<file path="config.mk">
export PLATFORM = sky130hd
export DESIGN_NAME = pioe_top
export DESIGN_NICKNAME = d
export VERILOG_FILES = /design/src/shared/pioe_pkg.sv /design/src/hw/pioe_top.sv
export SDC_FILE = /design/constraint.sdc
export NUM_CORES = 1
export LEC_CHECK = 0
export BUFFER_PORTS_ARGS = -buffer_cell sky130_fd_sc_hd__buf_2
export CAP_MARGIN = 15
export CORE_AREA = 2 2 39 41
export CTS_BUF_LIST = sky130_fd_sc_hd__clkbuf_8
export CTS_CLUSTER_SIZE = 12
export DETAILED_ROUTE_END_ITERATION = 8
export DIE_AREA = 0 0 41 43
export PLACE_DENSITY = 0.61
export RECOVER_POWER = 100
export SLEW_MARGIN = 30
export SYNTH_ARGS = -nofsm -noshare
export SYNTH_HDL_FRONTEND = slang
export SYNTH_SLANG_ARGS = --single-unit
</file>
<file path="constraint.sdc">
create_clock -name sys_clk -period 1.95 [get_ports sys_clk]
set_input_delay 0.0975 -clock sys_clk [delete_from_list [all_inputs] [get_ports sys_clk]]
set_output_delay 0.0975 -clock sys_clk [all_outputs]
set_load 0.03 [all_outputs]
</file>
<file path="src/shared/pioe_pkg.sv">
package pioe_pkg;

  // reset values of the pin-side flops
  localparam logic RST_OE = 1'h0;
  localparam logic RST_OUT = 1'h0;
  localparam logic RST_SYNC = 1'h0;

  // forced levels of the clear and preset controls, which act on the clock edge
  localparam logic CLR_LEVEL = 1'h0;
  localparam logic PRE_LEVEL = 1'h1;

  // bit positions of the routing fan-out word
  localparam int ROUTE_LOCAL_POS = 0;
  localparam int ROUTE_CLUSTER_POS = 1;
  localparam int ROUTE_ROW_POS = 2;
  localparam int ROUTE_COLUMN_POS = 3;

  // static configuration of one pin element
  typedef struct packed {
    logic powerup_high;
    logic enhanced;
    logic open_drain;
    logic reg_is_output;
    logic is_column;
  } pioe_cfg_s;

  // copies of the captured input sent to each routing level
  typedef struct packed {
    logic column;
    logic row;
    logic cluster;
    logic local_route;
  } pioe_route_s;

  localparam pioe_route_s ROUTE_NONE = 4'h0;

endpackage : pioe_pkg
</file>
<file path="src/hw/pioe_top.sv">
// Notes on behaviour
// - After configuration the register holds the configured level until it is clocked or forced.
// - A register that starts low is forced low by the clear input.
// - In the base variant a register that starts high ignores both clear and preset.
// - In the enhanced variant a register that starts high is forced high by the preset input.
// - The enhanced element offers open-drain output that drives only low and releases for high.
// - A row element feeds local, cluster, row and column routing; a column element feeds column only.
// - The single register serves either as the input capture or as the output register.
module pioe_top (
  // clock and reset
  input wire logic sys_clk,
  input wire logic rst_b,
  // configuration
  input wire pioe_pkg::pioe_cfg_s cfg,
  // fabric side
  input wire logic core_load,
  input wire logic core_dout,
  input wire logic core_oe,
  input wire logic core_clr,
  input wire logic core_pre,
  output logic reg_q,
  output pioe_pkg::pioe_route_s route_out,
  // pin side
  input wire logic pin_in,
  output logic pin_out,
  output logic pin_oe
);
  import pioe_pkg::*;

  ////////////////////////////////////////////////////////////////////////////
  // pin input synchroniser
  logic sync1_reg;
  logic sync2_reg;
  logic sync1_next;
  logic sync2_next;

  always_comb begin
    sync1_next = pin_in;
    sync2_next = sync1_reg;
  end

  always_ff @(posedge sys_clk) begin
    if (!rst_b) begin
      sync1_reg <= RST_SYNC;
      sync2_reg <= RST_SYNC;
    end else begin
      sync1_reg <= sync1_next;
      sync2_reg <= sync2_next;
    end
  end

  ////////////////////////////////////////////////////////////////////////////
  // decode helpers

  // clear is honoured only by a register that starts low
  function automatic logic clr_allowed(input pioe_cfg_s c, input logic clr);
    clr_allowed = clr && !c.powerup_high;
  endfunction : clr_allowed

  // preset is honoured only by an enhanced register that starts high
  function automatic logic pre_allowed(input pioe_cfg_s c, input logic pre);
    pre_allowed = pre && c.powerup_high && c.enhanced;
  endfunction : pre_allowed

  // open-drain drive exists only in the enhanced element
  function automatic logic od_active(input pioe_cfg_s c);
    od_active = c.enhanced && c.open_drain;
  endfunction : od_active

  // spread one level over the routing levels that this element may reach
  function automatic pioe_route_s fan_out(input logic is_column, input logic level);
    pioe_route_s r;
    r = ROUTE_NONE;
    r[ROUTE_COLUMN_POS] = level;
    if (!is_column) begin
      r[ROUTE_ROW_POS] = level;
      r[ROUTE_CLUSTER_POS] = level;
      r[ROUTE_LOCAL_POS] = level;
    end
    fan_out = r;
  endfunction : fan_out

  ////////////////////////////////////////////////////////////////////////////
  // element register
  logic q_reg;
  logic q_next;
  logic clr_ok;
  logic pre_ok;
  logic load_val;

  always_comb begin
    // forces are priority terms on the clock, so a force shows one edge after it is raised
    clr_ok = clr_allowed(cfg, core_clr);
    pre_ok = pre_allowed(cfg, core_pre);
    // one register, shared between capture duty and output duty
    load_val = cfg.reg_is_output ? core_dout : sync2_reg;
    if (clr_ok) begin
      q_next = CLR_LEVEL;
    end else if (pre_ok) begin
      q_next = PRE_LEVEL;
    end else if (core_load) begin
      q_next = load_val;
    end else begin
      q_next = q_reg;
    end
  end

  always_ff @(posedge sys_clk) begin
    if (!rst_b) begin
      // configuration in progress: take the chosen power-up level
      q_reg <= cfg.powerup_high;
    end else begin
      q_reg <= q_next;
    end
  end

  ////////////////////////////////////////////////////////////////////////////
  // pin drive
  logic out_reg;
  logic out_next;
  logic oe_reg;
  logic oe_next;
  logic drive_val;

  always_comb begin
    // registered value in output mode, direct core data otherwise
    drive_val = cfg.reg_is_output ? q_next : core_dout;
    if (od_active(cfg)) begin
      // only low is driven; a high is left to the line's pull-up
      out_next = CLR_LEVEL;
      oe_next = core_oe && !drive_val;
    end else begin
      out_next = drive_val;
      oe_next = core_oe;
    end
  end

  always_ff @(posedge sys_clk) begin
    if (!rst_b) begin
      // the pin stays released while configuration is in progress
      out_reg <= RST_OUT;
      oe_reg <= RST_OE;
    end else begin
      out_reg <= out_next;
      oe_reg <= oe_next;
    end
  end

  ////////////////////////////////////////////////////////////////////////////
  // input fan-out
  pioe_route_s route_reg;
  pioe_route_s route_next;
  logic route_level;

  always_comb begin
    // captured value in input mode, the synchronised pin in output mode
    route_level = cfg.reg_is_output ? sync2_reg : q_next;
    route_next = fan_out(cfg.is_column, route_level);
  end

  always_ff @(posedge sys_clk) begin
    if (!rst_b) begin
      route_reg <= ROUTE_NONE;
    end else begin
      route_reg <= route_next;
    end
  end

  always_comb begin
    reg_q = q_reg;
    route_out = route_reg;
    pin_out = out_reg;
    pin_oe = oe_reg;
  end

endmodule : pioe_top

</file>
-- Word-level counts from Yosys, hierarchy flattened
Cells that the tools add are included.
- register bits after elaboration: 7
- output and inout port bits: 7
- word-level logic and storage cells: 25
- multiplexer cells: 8
- bitwise logic cells: 1
- reduce and logical (&&, ||, !) cells: 9
- operators with widths (kind ; count):
    $mux 1 ; 8
    $logic_and 1x1->1 ; 5
    $reduce_or 2->1 ; 2
    $logic_not 1->1 ; 2
    $not 1->1 ; 1

-- Logic depth before layout (Yosys ltp)
- depth in word-level cells: 8
- mapped depth: 4
- gate-level depth less buffers: 4

-- Worst setup path before layout
OpenSTA, ideal clock, no wires.
- path kind: register to register
- start: reg q_reg (netlist: reg_q)
- end: reg oe_reg (netlist: pin_oe)
- library setup time: 118 ps
- arrival time: 1098 ps
- data required time: 1832 ps
- path slack: 735 ps
- stages on the path, launching flop included: 5
- path buffers: 0
- clock period less this slack: 1215 ps
- path through: dfxtp_1 inv_1 o21ai_0 a21oi_2 o2111a_1
- word-level cells in the longest chain between the ends: 7
- RTL lines (element ; line ; RTL):
    from (decl) ; pioe_top.sv:85 ; logic q_reg;
    from (signal assigned) ; pioe_top.sv:111 ; q_reg <= cfg.powerup_high;
    from (signal assigned) ; pioe_top.sv:113 ; q_reg <= q_next;
    $mux 1 ; pioe_top.sv:101 ; end else if (core_load) begin
    $mux 1 ; pioe_top.sv:99 ; end else if (pre_ok) begin
    $mux 1 ; pioe_top.sv:97 ; if (clr_ok) begin
    $mux 1 ; pioe_top.sv:127 ; drive_val = cfg.reg_is_output ? q_next : core_dout;
    $logic_not 1->1 ; pioe_top.sv:131 ; oe_next = core_oe && !drive_val;
    $logic_and 1x1->1 ; pioe_top.sv:131 ;
    $mux 1 ; pioe_top.sv:128 ; if (od_active(cfg)) begin
    to (signal assigned) ; pioe_top.sv:145 ; oe_reg <= oe_next;
    to (decl) ; pioe_top.sv:121 ; logic oe_reg;
Every way passes these cells.
A chain may end at the register's enable or synchronous reset.

-- Worst setup path after layout
- start: reg sync2_reg
- end: reg oe_reg (netlist: pin_oe)
- word-level cells in the longest chain between the ends: 8
- RTL lines (element ; line ; RTL):
    from (decl) ; pioe_top.sv:33 ; logic sync2_reg;
    from (signal assigned) ; pioe_top.sv:48 ; sync2_reg <= sync2_next;
    $mux 1 ; pioe_top.sv:96 ; load_val = cfg.reg_is_output ? core_dout : sync2_reg;
    $mux 1 ; pioe_top.sv:101 ;
    $mux 1 ; pioe_top.sv:99 ;
    $mux 1 ; pioe_top.sv:97 ;
    $mux 1 ; pioe_top.sv:127 ;
    $logic_not 1->1 ; pioe_top.sv:131 ;
    $logic_and 1x1->1 ; pioe_top.sv:131 ;
    $mux 1 ; pioe_top.sv:128 ;
Every way passes these cells.

==> flow_summary_export.csv <==
group,metric,value,unit
synth,ys_seq_elements,7,
global_routing,grtUsageTotal,0.1053,
floorplanning,core_area,0.001384,mm²
power,switchingPower,110.5,µW
synth,syn_inst,35,
floorplanning,dieHeight,43,µm
floorplanning,num_rows,14,
finish,area_delta_synth_final,38.67,%
global_routing,antenna_found_initial,0,
finish,antenna_cells,0,
floorplanning,ioPinCount,20,
power,ir_worst_vdd,330.4,µV
timing,hold_viol,0,
global_routing,grt_max_degree,10,
timing,rsz0062_at_grt,"no",
clocking,path_clk_slew,40,ps
finish,num-nets-final,69,
power,power.switching_fraction,0.2620,
timing,slew_viol_final,0,
synth,synth.avg_cell_area,9.152,µm²
synth,netlist_area,320.3,µm²
floorplanning,initial_core_util,0.2315,
power,power_frac_comb,0.150,
timing,worstMarginPinSlew,363.2,ps
global_routing,overflow,0,
clocking,cts_tree,"yes",
synth,ys_warn_count,0,
global_routing,grt_pass1_wl,1179,µm
clocking,ctsResizeCount,0,
timing,layout_min_cycle_time,1184,ps
setup_path,path_max_fanout,4,
power,p_seq_frac,0.369,
setup_path,worstPathArrival,1360,ps
detailed_routing,drt-initial-drc-count,4,
finish,largest_reg_flops,2,
placed_design,io_buffers,19,
floorplanning,dieArea,0.001763,mm²
timing,max_clock_freq,844.5,MHz
power,p_int,311.2,µW
power,power.density,949.3,mW/mm²
clocking,numCtsBuffers,3,
finish,postLayoutCoreUtil,0.3210,
timing,fin_skew,0.2394,ps
timing,tns,0,ps
detailed_routing,wl_per_cell,11.21,µm
clocking,clock_path_buffers,2,
detailed_routing,drc,0,
synth,ys_seq_area_frac,0.4375,
floorplanning,die_width,41,µm
detailed_routing,firstDrtPassIters,4,
finish,nFillCells,161,
setup_path,start_kind,"flop",
job,drv_cap,0,
finish,layout_commonest_cell,"buf_2",
timing,setup_viol,0,
clocking,post_cts_buffers,0,
clocking,htreeDepth,1,
finish,layout-drive-gt1-share,0.2727,
setup_path,crit_path_end_kind,"flop",
detailed_routing,antenna_left,0,
synth,ys_types,18,
timing,max_slew_margin,0.7589,
clocking,root_buffer,"clkbuf_8",
timing,fin_crit_sh,0.6072,
global_routing,grt_pass1_vias,273,
finish,layout_common_cells,"buf_2 (11), clkbuf_1 (8), dfxtp_1 (7)",
power,clockPowerShare,0.480,
clocking,clock-sinks,7,
power,power_leakage,0.0001933,µW
detailed_routing,via_count,333,
outcome,status,"completed",
min_path,hold_path.class,"input pin to flop",
detailed_routing,viasPerCell,4.690,
synth,syn-num-nets,48,
placed_design,gp_congestion,0.7537,
clocking,postCtsHoldBufs,0,
clocking,insertion_delay,230,ps
detailed_routing,routed_wl,796,µm
setup_path,critPathRequiredTime,2120,ps
setup_path,criticalPathCategory,"flop to flop",
-- stage by stage --
step	total power, µW	area [µm²]	hold slack [ps]	std cells	setup slack (ps)
after floorplan	199.8	320.3	199.1	35	734.5
after global placement	225.1	416.7	306.8	67	864.8
after detailed placement	226.4	416.7	303.5	67	823.3
after CTS	430.4	461.7	66.18	71	825.1
after global routing	443.1	444.2	82.75	71	731.0
final	421.7	444.2	65.62	71	765.9
-- layout make-up --
cell class | count | area, µm² | area share
clock inverter | 1 | 3.754 | 0.008451
tap | 16 | 20.02 | 0.04507
timing repair buffer | 19 | 85.08 | 0.1915
inverter | 2 | 7.507 | 0.01690
multi-input combinational | 23 | 146.4 | 0.3296
sequential | 7 | 140.1 | 0.3155
clock buffer | 3 | 41.29 | 0.09296
-- kinds of logic after synthesis --
group / Yosys count / synth area share
AOI/OAI and AO/OA: 9 / 0.1953
muxes: 1 / 0.04686
and+or+nand+nor: 13 / 0.2383
buffers and inverters: 5 / 0.08202
DFF: 7 / 0.4375
-- worst max-delay path: stages, from the launching register on --
cell	delay [ps]
dfxtp_1	320
mux2_1	290
a21oi_1	290
o2111a_1	230
-- power by group through the flow --
stage	registers, µW	logic, µW	clock network (µW)
after floorplan	171	28.4	0
after global placement	157	67.7	0
after detailed placement	158	68.8	0
after CTS	155	69.0	206
after global routing	156	68.6	218
final	156	63.5	203
-- Yosys cell counts --
| master | n | share of area |
|---|---|---|
| o31ai_1 | 1 | 0.023 |
| a21oi_1 | 3 | 0.047 |
| a21oi_2 | 1 | 0.027 |
| nand4_1 | 1 | 0.020 |
| nand3_1 | 3 | 0.047 |
| buf_4 | 2 | 0.047 |
| inv_1 | 2 | 0.023 |
| nand2_1 | 3 | 0.035 |
| and2_1 | 2 | 0.039 |
| mux2_4 | 1 | 0.047 |
| o2111a_1 | 1 | 0.035 |
| nand4b_1 | 2 | 0.055 |
| nand2b_1 | 1 | 0.020 |
| dfxtp_1 | 7 | 0.44 |
| o21ai_0 | 2 | 0.031 |
| a21bo_2 | 1 | 0.031 |
| clkbuf_1 | 1 | 0.012 |
| nand3b_1 | 1 | 0.023 |
-- layer usage --
layer | part of all wire | global-route usage | vias to the layer above
li1 | - | - | 162
met1 | 0.43 | 0.1250 | 145
met2 | 0.44 | 0.1313 | 22
met3 | 0.11 | 0.04712 | 4
met4 | 0.020 | 0.1000 | 0
met5 | 0 | 0 | -
-- final timing paths --
kind / cells past startpoint / start / slack [ps] / endpoint
setup / recovery: 3 / sync2_reg$_SDFF_PN0_ / 770 / pin_oe$_SDFF_PN0_
hold / removal: 2 / cfg[0] / 70 / route_out[0]$_SDFF_PP0_
setup reg to reg: 3 / sync2_reg$_SDFF_PN0_ / 770 / pin_oe$_SDFF_PN0_
hold reg to reg: 1 / sync1_reg$_SDFF_PN0_ / 440 / sync2_reg$_SDFF_PN0_
(Power assumes the default switching activity.)
